## config.mk

```make
export PLATFORM = sky130hd
export DESIGN_NAME = serial_prom_config_loader
export DESIGN_NICKNAME = d
export VERILOG_FILES = /design/src/rtl/prom_loader_pkg.sv /design/src/rtl/bus_condition_monitor.sv /design/src/rtl/serial_prom_config_loader.sv
export SDC_FILE = /design/constraint.sdc
export NUM_CORES = 1
export LEC_CHECK = 0
export BUFFER_PORTS_ARGS = -buffer_cell sky130_fd_sc_hd__buf_2
export CORE_MARGIN = 5
export CORE_UTILIZATION = 45
export DETAILED_ROUTE_END_ITERATION = 12
export PLACE_DENSITY = 0.64
export SYNTH_ARGS = -nofsm -noshare
export SYNTH_HDL_FRONTEND = slang
export SYNTH_SLANG_ARGS = --single-unit
```

## constraint.sdc

```tcl
create_clock -name sys_clk_i -period 15.3 [get_ports sys_clk_i]
set_input_delay 3.06 -clock sys_clk_i [delete_from_list [all_inputs] [get_ports sys_clk_i]]
set_output_delay 3.06 -clock sys_clk_i [all_outputs]
set_load 0.01 [all_outputs]
```

## src/rtl/prom_loader_pkg.sv

```systemverilog
// Constants and types shared by the serial PROM configuration loader.
package prom_loader_pkg;
   // Widths and the arbitration retry limit
   localparam int PROM_AW = 16;
   localparam int DW_IDX_W = 14;
   localparam int CNT_W = 16;
   localparam int BYTE_W = 8;
   localparam int WORD_W = 32;
   localparam int AV_AW = 5;
   localparam int ARB_CNT_W = 5;
   localparam int ERR_W = 5;
   localparam int ARB_RETRY_LIMIT = 16;
   // Block stream encoding
   localparam logic [1:0] TYPE_SINGLE = 2'h0;
   localparam logic [1:0] TYPE_SEQ = 2'h1;
   localparam logic [1:0] TYPE_BAD = 2'h2;
   localparam logic [1:0] TYPE_DONE = 2'h3;
   localparam int TYPE_MSB = 7;
   localparam int TYPE_LSB = 6;
   localparam int IDX_HI_MSB = 5;
   localparam logic [1:0] DATA_LAST = 2'h3;
   localparam logic [1:0] DW_PAD = 2'h0;
   localparam logic [7:0] SUM_OK = 8'hFF;
   localparam logic [7:0] SUM_INIT = 8'h00;
   localparam logic [PROM_AW-1:0] PROM_ADDR_START = 16'h0000;
   localparam logic [PROM_AW-1:0] PROM_ADDR_MAX = 16'hFFFF;
   localparam logic [CNT_W-1:0] CNT_ONE = 16'h0001;
   localparam logic [CNT_W-1:0] CNT_ZERO = 16'h0000;
   // Register byte offsets
   localparam logic [AV_AW-1:0] OFS_CTL = 5'h00;
   localparam logic [AV_AW-1:0] OFS_STS = 5'h04;
   localparam logic [AV_AW-1:0] OFS_SWC = 5'h08;
   localparam logic [AV_AW-1:0] OFS_HOST = 5'h0C;
   // Field positions
   localparam int CTL_SKIP = 0;
   localparam int STS_UNMAPPED = 0;
   localparam int STS_FMT = 1;
   localparam int STS_NACK = 2;
   localparam int STS_LOST = 3;
   localparam int STS_OTHER = 4;
   localparam int SWC_HOLD = 0;
   localparam int HOST_ADDR_LSB = 8;
   localparam int HOST_DIR_BIT = 24;
   localparam logic [4:0] HOST_PAD = 5'h00;
   // Sequencer states and block field phases
   typedef enum logic [2:0] {ST_IDLE, ST_FETCH, ST_WAIT, ST_CHECK, ST_READY, ST_HOST} state_t;
   typedef enum logic [2:0] {PH_LO, PH_HI, PH_CNT0, PH_CNT1, PH_DATA} phase_t;
endpackage : prom_loader_pkg

```

## src/rtl/bus_condition_monitor.sv

```systemverilog
// START/STOP watcher on the sampled serial bus pins.
`timescale 1ns/1ps
`default_nettype none
module bus_condition_monitor (
   // Clock and reset
   input wire logic clk_i,
   input wire logic reset_i,
   // Bus pins, asynchronous
   input wire logic scl_i,
   input wire logic sda_i,
   // Qualifiers from the same clock
   input wire logic watch_i,
   input wire logic expected_i,
   // Result
   output logic misplaced_o
);
   logic [1:0] scl_sync_q;
   logic [1:0] sda_sync_q;
   logic scl_q;
   logic sda_q;

   // Two flops per pin, then one more stage for edge finding
   always_ff @(posedge clk_i or posedge reset_i) begin
      if (reset_i) begin
         scl_sync_q <= 2'h3;
         sda_sync_q <= 2'h3;
         scl_q <= 1'b1;
         sda_q <= 1'b1;
      end else begin
         scl_sync_q <= {scl_sync_q[0], scl_i};
         sda_sync_q <= {sda_sync_q[0], sda_i};
         scl_q <= scl_sync_q[1];
         sda_q <= sda_sync_q[1];
      end
   end

   // Data edge while clock stays high marks a bus condition
   wire scl_high = scl_q & scl_sync_q[1];
   wire start_seen = scl_high & sda_q & ~sda_sync_q[1];
   wire stop_seen = scl_high & ~sda_q & sda_sync_q[1];

   always_ff @(posedge clk_i or posedge reset_i) begin
      if (reset_i) begin
         misplaced_o <= 1'b0;
      end else begin
         misplaced_o <= (start_seen | stop_seen) & watch_i & ~expected_i;
      end
   end
endmodule : bus_condition_monitor
`default_nettype wire

```

## src/rtl/serial_prom_config_loader.sv

```systemverilog
// Serial PROM configuration loader with Avalon-MM register slave.
`timescale 1ns/1ps
`default_nettype none
module serial_prom_config_loader
   import prom_loader_pkg::*;
#(
   parameter int ARB_LIMIT = ARB_RETRY_LIMIT
) (
   // Clock and reset
   input wire logic sys_clk_i,
   input wire logic reset_i,
   // Avalon-MM register slave
   input wire logic [AV_AW-1:0] avs_address_i,
   input wire logic avs_read_i,
   input wire logic avs_write_i,
   input wire logic [WORD_W-1:0] avs_writedata_i,
   input wire logic [3:0] avs_byteenable_i,
   output logic [WORD_W-1:0] avs_readdata_o,
   output logic avs_waitrequest_o,
   // Load strap, sampled once after reset
   input wire logic prom_load_en_i,
   // Byte engine request and answer
   output logic eng_req_o,
   output logic eng_write_o,
   output logic [PROM_AW-1:0] eng_addr_o,
   output logic [BYTE_W-1:0] eng_wdata_o,
   input wire logic eng_done_i,
   input wire logic [BYTE_W-1:0] eng_rdata_i,
   input wire logic eng_nack_i,
   input wire logic eng_arb_lost_i,
   input wire logic eng_cond_expected_i,
   // Observed bus pins
   input wire logic smb_scl_i,
   input wire logic smb_sda_i,
   // Configuration register write port
   output logic [PROM_AW-1:0] cfg_addr_o,
   output logic [WORD_W-1:0] cfg_data_o,
   output logic cfg_wr_o,
   input wire logic cfg_mapped_i,
   // Device status
   output logic reset_hold_o,
   output logic load_done_o
);
   state_t state_q;
   phase_t phase_q;
   logic [PROM_AW-1:0] prom_addr_q;
   logic [7:0] sum_q;
   logic [7:0] idx_lo_q;
   logic [DW_IDX_W-1:0] dword_idx_q;
   logic [CNT_W-1:0] dword_count_q;
   logic [1:0] byte_cnt_q;
   logic [WORD_W-1:0] data_q;
   logic [ARB_CNT_W-1:0] arb_cnt_q;
   logic host_busy_q;
   logic host_done_q;
   logic host_dir_q;
   logic [PROM_AW-1:0] host_addr_q;
   logic [BYTE_W-1:0] host_data_q;
   logic wait_q;
   logic skip_q;
   logic [ERR_W-1:0] err_q;
   logic misplaced;

   bus_condition_monitor u_cond (
      .clk_i(sys_clk_i),
      .reset_i(reset_i),
      .scl_i(smb_scl_i),
      .sda_i(smb_sda_i),
      .watch_i(eng_req_o),
      .expected_i(eng_cond_expected_i),
      .misplaced_o(misplaced)
   );

   // Event decode for the byte engine answer
   wire in_wait = state_q == ST_WAIT;
   wire in_host = state_q == ST_HOST;
   wire eng_wait = in_wait | in_host;
   wire [1:0] blk_type = eng_rdata_i[TYPE_MSB:TYPE_LSB];
   wire byte_ok = eng_wait & eng_done_i & ~eng_arb_lost_i & ~eng_nack_i;
   wire load_byte = in_wait & byte_ok & ~misplaced;
   wire is_hi = phase_q == PH_HI;
   wire done_seq = load_byte & is_hi & (blk_type == TYPE_DONE);
   wire [7:0] sum_d = sum_q + eng_rdata_i;
   wire sum_good = (sum_d == SUM_OK) | skip_q;
   wire roll_over = ~done_seq & (prom_addr_q == PROM_ADDR_MAX);
   wire bad_type = is_hi & (blk_type == TYPE_BAD);
   wire ev_fmt = load_byte & (bad_type | (done_seq & ~sum_good) | roll_over);
   wire ev_nack = eng_wait & eng_done_i & eng_nack_i & ~eng_arb_lost_i;
   wire arb_at_limit = arb_cnt_q == ARB_CNT_W'(ARB_LIMIT - 1);
   wire ev_lost = eng_wait & eng_done_i & eng_arb_lost_i & arb_at_limit;
   wire arb_retry = eng_done_i & eng_arb_lost_i & ~arb_at_limit;
   wire ev_other = eng_wait & misplaced;
   wire ev_unmapped = (state_q == ST_CHECK) & ~cfg_mapped_i;
   wire load_fail = in_wait & (ev_fmt | ev_nack | ev_lost | ev_other);
   wire load_ok = done_seq & sum_good;
   wire [CNT_W-1:0] count_new = {eng_rdata_i, dword_count_q[7:0]};
   wire [WORD_W-1:0] data_new = {eng_rdata_i, data_q[WORD_W-1:BYTE_W]};

   // Register slave decode
   wire wr_take = avs_write_i & ~wait_q;
   wire rd_grab = (avs_read_i | avs_write_i) & wait_q;
   wire sel_ctl = avs_address_i == OFS_CTL;
   wire sel_sts = avs_address_i == OFS_STS;
   wire sel_swc = avs_address_i == OFS_SWC;
   wire sel_host = avs_address_i == OFS_HOST;
   wire wr_lane0 = wr_take & avs_byteenable_i[0];
   wire wr_ctl = wr_lane0 & sel_ctl;
   wire wr_sts = wr_lane0 & sel_sts;
   wire wr_swc = wr_lane0 & sel_swc;
   wire wr_host = wr_take & sel_host;
   // Loader owns the bus until it is ready, so host sees busy
   wire busy_view = host_busy_q | (state_q != ST_READY);
   wire host_start = wr_host & avs_byteenable_i[0] & ~busy_view;
   wire [BYTE_W-1:0] host_alo_new = (wr_host & avs_byteenable_i[1]) ?
      avs_writedata_i[HOST_ADDR_LSB +: BYTE_W] : host_addr_q[BYTE_W-1:0];
   wire [BYTE_W-1:0] host_ahi_new = (wr_host & avs_byteenable_i[2]) ?
      avs_writedata_i[HOST_ADDR_LSB + BYTE_W +: BYTE_W] : host_addr_q[PROM_AW-1:BYTE_W];
   wire host_dir_new = (wr_host & avs_byteenable_i[3]) ?
      avs_writedata_i[HOST_DIR_BIT] : host_dir_q;
   wire [ERR_W-1:0] err_set = {ev_other, ev_lost, ev_nack, ev_fmt, ev_unmapped};
   wire [ERR_W-1:0] err_clr = wr_sts ? avs_writedata_i[ERR_W-1:0] : {ERR_W{1'b0}};
   wire [WORD_W-1:0] rd_ctl = WORD_W'(skip_q);
   wire [WORD_W-1:0] rd_sts = WORD_W'({load_done_o, err_q});
   wire [WORD_W-1:0] rd_swc = WORD_W'(reset_hold_o);
   wire [WORD_W-1:0] rd_host = {host_done_q, busy_view, HOST_PAD, host_dir_q, host_addr_q,
      host_data_q};
   wire [WORD_W-1:0] rd_mux = sel_ctl ? rd_ctl : sel_sts ? rd_sts : sel_swc ? rd_swc :
      sel_host ? rd_host : {WORD_W{1'b0}};

   // Slave handshake and software registers; hardware set wins over clear
   always_ff @(posedge sys_clk_i or posedge reset_i) begin
      if (reset_i) begin
         wait_q <= 1'b1;
         avs_readdata_o <= {WORD_W{1'b0}};
         skip_q <= 1'b0;
         err_q <= {ERR_W{1'b0}};
         reset_hold_o <= 1'b0;
         load_done_o <= 1'b0;
      end else begin
         wait_q <= ~rd_grab;
         if (rd_grab) begin
            avs_readdata_o <= rd_mux;
         end
         if (wr_ctl) begin
            skip_q <= avs_writedata_i[CTL_SKIP];
         end
         err_q <= (err_q & ~err_clr) | err_set;
         reset_hold_o <= (wr_swc ? avs_writedata_i[SWC_HOLD] : reset_hold_o) | load_fail;
         load_done_o <= load_done_o | load_fail | load_ok;
      end
   end
   assign avs_waitrequest_o = wait_q;

   // Load and host access sequencer
   always_ff @(posedge sys_clk_i or posedge reset_i) begin
      if (reset_i) begin
         state_q <= ST_IDLE;
         phase_q <= PH_LO;
         prom_addr_q <= PROM_ADDR_START;
         sum_q <= SUM_INIT;
         idx_lo_q <= 8'h00;
         dword_idx_q <= {DW_IDX_W{1'b0}};
         dword_count_q <= CNT_ZERO;
         byte_cnt_q <= 2'h0;
         data_q <= {WORD_W{1'b0}};
         arb_cnt_q <= {ARB_CNT_W{1'b0}};
         cfg_addr_o <= {PROM_AW{1'b0}};
         cfg_data_o <= {WORD_W{1'b0}};
         cfg_wr_o <= 1'b0;
         eng_req_o <= 1'b0;
         eng_write_o <= 1'b0;
         eng_addr_o <= {PROM_AW{1'b0}};
         eng_wdata_o <= {BYTE_W{1'b0}};
         host_busy_q <= 1'b0;
         host_done_q <= 1'b0;
         host_dir_q <= 1'b0;
         host_addr_q <= {PROM_AW{1'b0}};
         host_data_q <= {BYTE_W{1'b0}};
      end else begin
         cfg_wr_o <= 1'b0;
         host_addr_q <= {host_ahi_new, host_alo_new};
         host_dir_q <= host_dir_new;
         if (wr_host & avs_byteenable_i[0] & ~busy_view) begin
            host_data_q <= avs_writedata_i[BYTE_W-1:0];
         end
         case (state_q)
            ST_IDLE: begin
               // Strap taken on the first edge after release
               state_q <= prom_load_en_i ? ST_FETCH : ST_READY;
            end
            ST_FETCH: begin
               eng_req_o <= 1'b1;
               eng_write_o <= 1'b0;
               eng_addr_o <= prom_addr_q;
               state_q <= ST_WAIT;
            end
            ST_WAIT: begin
               if (load_fail) begin
                  eng_req_o <= 1'b0;
                  state_q <= ST_READY;
               end else if (eng_done_i & eng_arb_lost_i) begin
                  arb_cnt_q <= arb_cnt_q + 1'b1; // Request stays up for a retry
               end else if (load_byte) begin
                  eng_req_o <= 1'b0;
                  arb_cnt_q <= {ARB_CNT_W{1'b0}};
                  sum_q <= sum_d;
                  prom_addr_q <= prom_addr_q + 1'b1;
                  state_q <= ST_FETCH;
                  case (phase_q)
                     PH_LO: begin
                        idx_lo_q <= eng_rdata_i;
                        phase_q <= PH_HI;
                     end
                     PH_HI: begin
                        dword_idx_q <= {eng_rdata_i[IDX_HI_MSB:0], idx_lo_q};
                        dword_count_q <= CNT_ONE;
                        phase_q <= (blk_type == TYPE_SEQ) ? PH_CNT0 : PH_DATA;
                        if (done_seq) begin
                           state_q <= ST_READY;
                        end
                     end
                     PH_CNT0: begin
                        dword_count_q <= {CNT_ZERO[CNT_W-1:BYTE_W], eng_rdata_i};
                        phase_q <= PH_CNT1;
                     end
                     PH_CNT1: begin
                        dword_count_q <= count_new;
                        // Empty sequential block: next byte opens a new one
                        phase_q <= (count_new == CNT_ZERO) ? PH_LO : PH_DATA;
                     end
                     PH_DATA: begin
                        data_q <= data_new;
                        byte_cnt_q <= byte_cnt_q + 1'b1;
                        if (byte_cnt_q == DATA_LAST) begin
                           cfg_addr_o <= {dword_idx_q, DW_PAD};
                           cfg_data_o <= data_new;
                           state_q <= ST_CHECK;
                        end
                     end
                     default: phase_q <= PH_LO;
                  endcase
               end
            end
            ST_CHECK: begin
               cfg_wr_o <= cfg_mapped_i;
               dword_idx_q <= dword_idx_q + 1'b1;
               dword_count_q <= dword_count_q - 1'b1;
               phase_q <= (dword_count_q == CNT_ONE) ? PH_LO : PH_DATA;
               state_q <= ST_FETCH;
            end
            ST_READY: begin
               if (host_start) begin
                  host_busy_q <= 1'b1;
                  host_done_q <= 1'b0;
                  eng_req_o <= 1'b1;
                  eng_write_o <= host_dir_new;
                  eng_addr_o <= {host_ahi_new, host_alo_new};
                  eng_wdata_o <= avs_writedata_i[BYTE_W-1:0];
                  state_q <= ST_HOST;
               end
            end
            ST_HOST: begin
               if (arb_retry) begin
                  arb_cnt_q <= arb_cnt_q + 1'b1;
               end else if (eng_done_i) begin
                  eng_req_o <= 1'b0;
                  arb_cnt_q <= {ARB_CNT_W{1'b0}};
                  host_busy_q <= 1'b0;
                  host_done_q <= 1'b1;
                  if (byte_ok & ~eng_write_o) begin
                     host_data_q <= eng_rdata_i;
                  end
                  state_q <= ST_READY;
               end
            end
            default: state_q <= ST_READY;
         endcase
      end
   end
endmodule : serial_prom_config_loader
`default_nettype wire

```

==> results.json, run 1 <==
{
  "status": "complete, no violations",
  "avgRoutedWirePerCell_um": 17.9,
  "yosys_most_used_dff": "dfrtp_1",
  "drt_iter0_markers": 507,
  "synth_area_sq_um": 11000,
  "slew_viol_final": 0,
  "crit_type": "in2reg",
  "avgSynthCellArea_sq_um": 10.8,
  "synthCells": 1014,
  "setup_violations": 0,
  "ys_top_cells_by_area": "dfrtp_1, mux2_2, nand2_1",
  "nFillCells": 2132,
  "cts_hold_buf": 0,
  "slowest_delay_ps": 760,
  "start_util": 0.454,
  "io_pins": 171,
  "startpoint_type": "primary input",
  "synth-async-reset-ratio": 1.00,
  "clock_path_buffers": 3,
  "fin_util": 0.534,
  "reg2reg_depth": 10,
  "critPathMaxFanout": 18,
  "tritoncts": "done",
  "wirelength_um": 26800,
  "drcViolationCount": 0,
  "synth-seq-area-share": 0.553,
  "num_rows": 57,
  "yosysTopAreaCellShare": 0.536,
  "cts-root-buf": "clkbuf_16",
  "clk_pin_slew_ps": 60,
  "dp_hpwl_um": 18800,
  "cts_sinks": 242,
  "min_path_cells": 0,
  "final_common_cell": "dfrtp_1",
  "mostFrequentLayoutCells": "dfrtp_1, nand2_1, buf_2, mux2_2, o21ai_0",
  "post-route-min-period_ps": 6540,
  "worst_slew_pin_slew_ps": 1150,
  "port_buffers": 156,
  "finalClockSkew_ps": 11.2,
  "synth_seq_cells": 242,
  "fmax_ghz": 0.153,
  "fin_crit_sh": 0.427,
  "crit_chain": "buf_2 -> ha_1 -> fa_1 -> a211o_1 -> a2111oi_0 -> nand3b_1 -> nand4_1 -> o32a_1 -> nor2_1 -> o22ai_1 -> a221o_1",
  "routed_via_density": 5.43,
  "crit_start": "eng_rdata_i[0]",
  "ys_warn_count": 0,
  "arrival_ps": 6940,
  "crit_path_top_delay_cell": "nor2_1",
  "grt_pass1_vias": 8018,
  "ant_nets": 0,
  "grt_pass1_wl_um": 44200,
  "rsz0062_at_grt": "no",
  "syn_to_final_growth_pct": 17.7,
  "totalNegativeSetupSlack_ps": 0,
  "min_from": "u_cond.sda_sync_q[0]",
  "finalHoldViolations": 0,
  "cts-resized-gates": 0,
  "max-vdd-ir-drop_uv": 68.0,
  "grt_overflow": 0,
  "power_density_nw_per_um2": 108,
  "total_power_uw": 1400,
  "cts_setup_buffers": 0,
  "antenna_found_initial": 3,
  "dr_total_vias": 8154,
  "chipWidth_um": 166,
  "numCtsBuffers": 26,
  "synth_cell_types": 69,
  "crit_path_end_kind": "flop",
  "drive_above_1_share": 0.273,
  "die_area_sq_um": 27600,
  "whs_ps": 355,
  "grt_start_max_net_pins": 101,
  "die_h_um": 166,
  "core_sq_um": 24200,
  "fin_nets": 1236,
  "slew_headroom": 0.229,
  "max_cap_viol_count": 0,
  "min-delay-path-class": "reg2reg",
  "grtUsageTotal": 0.192,
  "rr_startpoint": "sum_q[0]",
  "clk_latency_ps": 520,
  "gp_congestion": 0.870,
  "detail_route.first_pass.iterations": 4,
  "total_leakage_power_uw": 0.00655,
  "cp.required_ps": 15700,
  "synth.largest_area_cell": "dfrtp_1",
  "synth_edf_count": 0,
  "rrSetupSlack_ps": 11210,
  "htreeDepth": 1
}
kinds of logic after synthesis:
family                     Yosys count  share of synthesized area
buffers and inverters               64                     0.0261
DFF                                242                      0.553
and+or+nand+nor                    364                      0.155
xor gates and xnor gates            25                     0.0200
adders and majority gates           15                     0.0178
AOI/OAI and AO/OA                  183                      0.103
muxes                              120                      0.125
other                                1                   0.000342
sequential cells by signal (all words and copies together) (netlist names), 2 cells and up:
| name | flops |
|---|---|
| cfg_data_o | 32 |
| avs_readdata_o | 27 |
| data_q | 24 |
| dword_count_q | 16 |
| eng_addr_o | 16 |
| host_addr_q | 16 |
| prom_addr_q | 16 |
| cfg_addr_o | 14 |
| dword_idx_q | 14 |
| eng_wdata_o | 8 |
| host_data_q | 8 |
| idx_lo_q | 8 |
| sum_q | 8 |
| arb_cnt_q | 5 |
| err_q | 5 |
| phase_q | 3 |
| state_q | 3 |
| byte_cnt_q | 2 |
| u_cond.scl_sync_q | 2 |
| u_cond.sda_sync_q | 2 |
report_power, final:
group	total (uW)	internal, uW	switching, uW
Clock	650	404	246
Sequential	668	657	11.0
Combinational	77.6	26.5	51.1
Total	1400	1090	308
metrics by stage:
step | setup WS, ps | instance area [sq um] | cells
final | 8760 | 12900 | 1503
after global routing | 8640 | 12900 | 1503
after CTS | 8810 | 12900 | 1502
after detailed placement | 8300 | 12000 | 1456
after global placement | 8290 | 12000 | 1456
after floorplan | 5610 | 11000 | 1020
layer usage:
layer  global-route usage  up-vias  wire length, um  share of wire
met3               0.0388       40             1410          0.052
met5                    0        -               27         0.0010
met2                0.298      190            12000           0.45
met4               0.0445        4              499          0.019
met1                0.282     4040            12900           0.48
li1                     -     3880                -              -
path summary, 6_finish.rpt:
kind / endpoint
worst min register to register: u_cond.sda_sync_q[1]
worst max register to register: dword_idx_q[3]
worst min-delay path: u_cond.sda_sync_q[1]
min in group asynchronous: eng_wdata_o[7]
worst max-delay path: dword_idx_q[3]
max in group asynchronous: cfg_data_o[23]
layout make-up:
class | instances | area, sq um | share of cell area
multi-input combinational | 714 | 4660 | 0.361
timing repair buffer | 161 | 818 | 0.0634
clock inverter | 9 | 148 | 0.0114
tap | 324 | 405 | 0.0314
clock buffer | 37 | 743 | 0.0576
inverter | 15 | 63.8 | 0.00494
sequential | 242 | 6060 | 0.470
antenna | 1 | 2.50 | 0.000194
synth_stat cells, types with 8 or more instances:
master,count
dfrtp_1,235
nand2_1,182
mux2_2,92
o21ai_0,73
nor2_1,47
clkbuf_1,35
a21oi_1,34
and3_1,22
nor3_1,21
xnor2_1,20
mux2i_1,19
nand3_1,18
a31oi_1,17
inv_1,15
ha_1,14
a211oi_1,12
and2_1,10
mux2_4,8
nand4_1,8
nor4_1,8
or3_1,8
critical path: cells and delay by family:
family                     cells  cell delay [ps]
AOI/OAI and AO/OA              5             1840
adders and majority gates      2              690
buffers and inverters          1              200
and+or+nand+nor                3             1120
Note: power is estimated with default switching activity, not from simulation.
==> run 2, diff against run 1 <==
--- a/config.mk
+++ b/config.mk
@@ -9,7 +9,7 @@
 export CORE_MARGIN = 5
 export CORE_UTILIZATION = 45
 export DETAILED_ROUTE_END_ITERATION = 12
-export PLACE_DENSITY = 0.64
+export PLACE_DENSITY = 0.66
 export SYNTH_ARGS = -nofsm -noshare
 export SYNTH_HDL_FRONTEND = slang
 export SYNTH_SLANG_ARGS = --single-unit
==> constraint.sdc (replaced) <==
create_clock -name sys_clk_i -period 5.8 [get_ports sys_clk_i]
set_input_delay 1.16 -clock sys_clk_i [delete_from_list [all_inputs] [get_ports sys_clk_i]]
set_output_delay 1.16 -clock sys_clk_i [all_outputs]
set_load 0.01 [all_outputs]
==> run 2 against run 1 <==
Against the previous run:
- clock skew rose by 6.8 ps
- register-to-register slack got worse by 9300 ps
- clock-buffer cell count rose by 3
- wire length fell by 0.31%
- total power rose to 2.6 times the previous value
- via count fell by 0.91%
- worst setup slack got worse by 7400 ps
- design area barely moved
- non-clock buffer count rose by 6
- flip-flop and latch count did not move
- global-route usage fell by 0.17 points
==> results.json, run 2 (same netlist as run 1, synthesis figures left out) <==
{
  "fin_crit_sh": 0.765,
  "totalNegativeSetupSlack_ps": 0,
  "top_regs": "cfg_data_o: 32 flops, avs_readdata_o: 27 flops, data_q: 24 flops",
  "slew_headroom": 0.268,
  "largest_reg_flops": 32,
  "clk_latency_ps": 530,
  "worst_slew_pin_slew_ps": 1090,
  "min-delay-path-class": "reg2reg",
  "power_density_nw_per_um2": 277,
  "crit_path_end_kind": "flop",
  "max-vdd-ir-drop_uv": 199,
  "critPathMaxFanout": 18,
  "num_rows": 57,
  "fin_nets": 1242,
  "start_util": 0.454,
  "post-route-min-period_ps": 4440,
  "die_area_sq_um": 27600,
  "reg2reg_depth": 10,
  "syn_to_final_growth_pct": 17.7,
  "grt_overflow": 0,
  "whs_ps": 357,
  "multi_input_area_sq_um": 4660,
  "cts_sinks": 242,
  "largest_register": "cfg_data_o",
  "max_cap_viol_count": 0,
  "dr_total_vias": 8080,
  "min_path_cells": 0,
  "arrival_ps": 4850,
  "drcViolationCount": 0,
  "slew_viol_final": 0,
  "nFillCells": 2083,
  "htreeDepth": 1,
  "status": "complete, no violations",
  "fmax_ghz": 0.225,
  "clock_path_buffers": 3,
  "routed_via_density": 5.34,
  "drive_above_1_share": 0.274,
  "cts-resized-gates": 0,
  "numCtsBuffers": 26,
  "mostFrequentLayoutCells": "dfrtp_1, nand2_1, buf_2, mux2_2, o21ai_0",
  "gp_congestion": 0.837,
  "finalHoldViolations": 0,
  "seq_area_sq_um": 6060,
  "core_sq_um": 24200,
  "grt_pass1_wl_um": 43900,
  "grt_start_max_net_pins": 148,
  "final_common_cell": "dfrtp_1",
  "cts_setup_buffers": 0,
  "port_buffers": 156,
  "total_leakage_power_uw": 0.00654,
  "ant_nets": 0,
  "cts-root-buf": "clkbuf_16",
  "io_pins": 171,
  "grt_pass1_vias": 8052,
  "startpoint_type": "primary input",
  "wirelength_um": 26800,
  "rsz0062_at_grt": "no",
  "avgRoutedWirePerCell_um": 17.7,
  "die_h_um": 166,
  "drt_iter0_markers": 488,
  "antenna_found_initial": 6,
  "grtUsageTotal": 0.191,
  "detail_route.first_pass.iterations": 4,
  "dp_hpwl_um": 18800,
  "cp.required_ps": 6220,
  "cts_hold_buf": 0,
  "tritoncts": "done",
  "finalClockSkew_ps": 18.0,
  "crit_type": "in2reg",
  "setup_violations": 0,
  "chipWidth_um": 166,
  "clk_pin_slew_ps": 60
}
## run 2: cell types whose count changed in the layout (fill, tap and decap cells not counted), sizes merged
cell	before	now
diode	1	5
buf	161	167
bufinv	4	2
inv	15	14
clkbuf	37	40
## run 2: stage by stage
step | instances | total power (uW) | instance area [sq um] | worst slack [ps] | utilization
floorplan | 1020 | 1910 | 11000 | 1470 | -
global placement | 1462 | 2000 | 12100 | 953 | 0.499
detailed placement | 1462 | 2000 | 12100 | 860 | 0.499
CTS | 1508 | 3620 | 12900 | 1400 | 0.533
global route | 1512 | 3720 | 12900 | 1080 | 0.534
finish | 1513 | 3580 | 12900 | 1360 | 0.534
## run 2: power breakdown
group	total, uW	switching [uW]	internal, uW
logic	206	135	71.2
registers	1760	29.9	1730
clock network	1610	655	956
total	3580	819	2760
## run 2: worst paths after layout
kind                                        end                  from  slack, ps
max                              dword_idx_q[2]        eng_rdata_i[0]       1360
min                        u_cond.sda_sync_q[1]  u_cond.sda_sync_q[0]        360
max reg2reg                      dword_idx_q[2]              sum_q[0]       1870
min reg2reg                u_cond.sda_sync_q[1]  u_cond.sda_sync_q[0]        360
max in group asynchronous         eng_addr_o[3]               reset_i       3800
min in group asynchronous        eng_wdata_o[2]               reset_i        820
## run 2: metal layers
layer | up-vias | part of all wire | track usage
met1 | 3966 | 0.48 | 0.278
met4 | 2 | 0.016 | 0.0491
li1 | 3892 | - | -
met2 | 188 | 0.45 | 0.294
met3 | 32 | 0.053 | 0.0400
met5 | - | 0.00049 | 0
## run 2: cell type report
type | count | share of cell area
repair buffers | 167 | 0.0679
clock inverters | 6 | 0.00708
multi-input cells | 714 | 0.361
well taps | 324 | 0.0314
diodes | 5 | 0.000969
clock buffers | 40 | 0.0568
flip-flops and latches | 242 | 0.470
inverters | 15 | 0.00465
## run 2: worst max-delay path, cell delays in order
cell	delay (ps)
buf_2	200
ha_1	260
fa_1	400
a211o_1	350
a2111oi_0	380
nand3b_1	220
nand4_1	170
o32a_1	660
o21ai_0	550
o21ai_0	180
a221o_1	320
==> run 3, diff against run 2 <==
--- a/config.mk
+++ b/config.mk
@@ -9,7 +9,7 @@
 export CORE_MARGIN = 5
 export CORE_UTILIZATION = 45
 export DETAILED_ROUTE_END_ITERATION = 12
-export PLACE_DENSITY = 0.66
+export PLACE_DENSITY = 0.64
 export SYNTH_ARGS = -nofsm -noshare
 export SYNTH_HDL_FRONTEND = slang
 export SYNTH_SLANG_ARGS = --single-unit
==> constraint.sdc (replaced) <==
create_clock -name sys_clk_i -period 4.6 [get_ports sys_clk_i]
set_input_delay 0.92 -clock sys_clk_i [delete_from_list [all_inputs] [get_ports sys_clk_i]]
set_output_delay 0.92 -clock sys_clk_i [all_outputs]
set_load 0.01 [all_outputs]
==> run 3 against run 2 <==
Against the previous run:
- flip-flop and latch count is the same
- clock skew down 2.4 ps
- core utilization rose by 1.0 points
- wire length increased by 3.0%
- largest cell class unchanged
- highest routed layer unchanged
==> results.json, run 3 (same netlist as run 1, synthesis figures left out) <==
{
  "crit_type": "in2reg",
  "fin_util": 0.544,
  "cts_setup_buffers": 0,
  "cp.required_ps": 5020,
  "mostFrequentLayoutCells": "dfrtp_1, nand2_1, buf_2, mux2_2, o21ai_0",
  "gp_congestion": 0.878,
  "numCtsBuffers": 27,
  "cts_hold_buf": 0,
  "final_common_cell": "dfrtp_1",
  "critPathMaxFanout": 13,
  "dr_total_vias": 8216,
  "tritoncts": "done",
  "largest_reg_flops": 32,
  "finalClockSkew_ps": 15.6,
  "status": "complete, no violations",
  "drt_iter0_markers": 616,
  "grt_overflow": 0,
  "cts-resized-gates": 0,
  "p_sw_frac": 0.235,
  "clk_latency_ps": 550,
  "seq_area_sq_um": 6060,
  "clockPowerShare": 0.483,
  "detail_route.first_pass.iterations": 5,
  "fmax_ghz": 0.266,
  "grt_pass1_vias": 8072,
  "dp_hpwl_um": 19200,
  "slew_viol_final": 0,
  "max_cap_viol_count": 0,
  "p_seq_frac": 0.461,
  "clock_path_buffers": 3,
  "port_buffers": 156,
  "die_area_sq_um": 27600,
  "start_util": 0.454,
  "ant_nets": 0,
  "whs_ps": 358,
  "min-delay-path-class": "reg2reg",
  "slew_headroom": 0.249,
  "clk_pin_slew_ps": 60,
  "io_pins": 171,
  "multi_input_area_sq_um": 4660,
  "finalHoldViolations": 0,
  "rsz0062_at_grt": "no",
  "switchingPower_uw": 1130,
  "crit_path_end_kind": "flop",
  "grtUsageTotal": 0.195,
  "routed_via_density": 5.38,
  "drive_above_1_share": 0.291,
  "drcViolationCount": 0,
  "cts-root-buf": "clkbuf_16",
  "grt_pass1_wl_um": 44800,
  "top_regs": "cfg_data_o: 32 flops, avs_readdata_o: 27 flops, data_q: 24 flops",
  "arrival_ps": 4180,
  "totalNegativeSetupSlack_ps": 0,
  "syn_to_final_growth_pct": 19.9,
  "final_cells": 1527,
  "worst_slew_pin_slew_ps": 1120,
  "cts_sinks": 242,
  "post-route-min-period_ps": 3760,
  "comb_power_share": 0.056,
  "max-vdd-ir-drop_uv": 261,
  "chipWidth_um": 166,
  "nFillCells": 2125,
  "fin_nets": 1256,
  "startpoint_type": "primary input",
  "p_int_uw": 3690,
  "total_leakage_power_uw": 0.00667,
  "largest_register": "cfg_data_o",
  "setup_violations": 0,
  "antenna_found_initial": 4,
  "core_sq_um": 24200,
  "wirelength_um": 27600,
  "fin_crit_sh": 0.818,
  "power_density_nw_per_um2": 366,
  "avgRoutedWirePerCell_um": 18.1,
  "dp.cells": 1475,
  "die_h_um": 166,
  "grt_start_max_net_pins": 123,
  "htreeDepth": 1,
  "num_rows": 57
}
-- run 3: area by class of cell --
cell class	count	share of cell area
clock buffers	31	0.0540
well taps	324	0.0308
clock inverters	19	0.0199
flip-flops and latches	242	0.461
multi-input cells	714	0.354
diodes	2	0.000380
repair buffers	180	0.0749
inverters	15	0.00456
-- run 3: path summary, 6_finish.rpt --
path | start | to | slack, ps | cells past startpoint
setup reg to reg | sum_q[0] | dword_idx_q[2] | 960 | 11
hold / removal | u_cond.sda_sync_q[0] | u_cond.sda_sync_q[1] | 360 | 0
min in group asynchronous | reset_i | eng_wdata_o[2] | 580 | 3
hold reg to reg | u_cond.sda_sync_q[0] | u_cond.sda_sync_q[1] | 360 | 0
max in group asynchronous | reset_i | eng_addr_o[9] | 3480 | 3
setup / recovery | eng_rdata_i[0] | dword_idx_q[2] | 840 | 12
-- run 3: through the flow --
step / setup WS, ps / power (uW) / area, sq um
floorplan: 510 / 2410 / 11000
global placement: 419 / 2530 / 12200
detailed placement: 347 / 2530 / 12200
CTS: 904 / 4860 / 13200
global route: 662 / 4990 / 13200
finish: 839 / 4820 / 13200
-- run 3: per-layer routing --
layer / share of wire / global-route usage
met3: 0.058 / 0.0364
met1: 0.47 / 0.292
met2: 0.45 / 0.298
met4: 0.023 / 0.0477
met5: 0.00076 / 0
-- run 3: power by group through the flow --
stage / Combinational (uW) / Sequential [uW] / Clock (uW)
after floorplan: 156 / 2260 / 0
after global placement: 268 / 2260 / 0
after detailed placement: 272 / 2260 / 0
after CTS: 273 / 2220 / 2370
after global routing: 302 / 2230 / 2460
final: 270 / 2220 / 2330
-- run 3: worst max-delay path, cell delays in order --
cell       delay, ps
buf_2            110
ha_1             210
fa_1             420
a211o_1          350
a2111oi_0        360
nand3b_1         190
nand4_1          180
o32a_1           500
buf_4            250
o21ai_0          250
o21ai_0          140
a221o_1          310
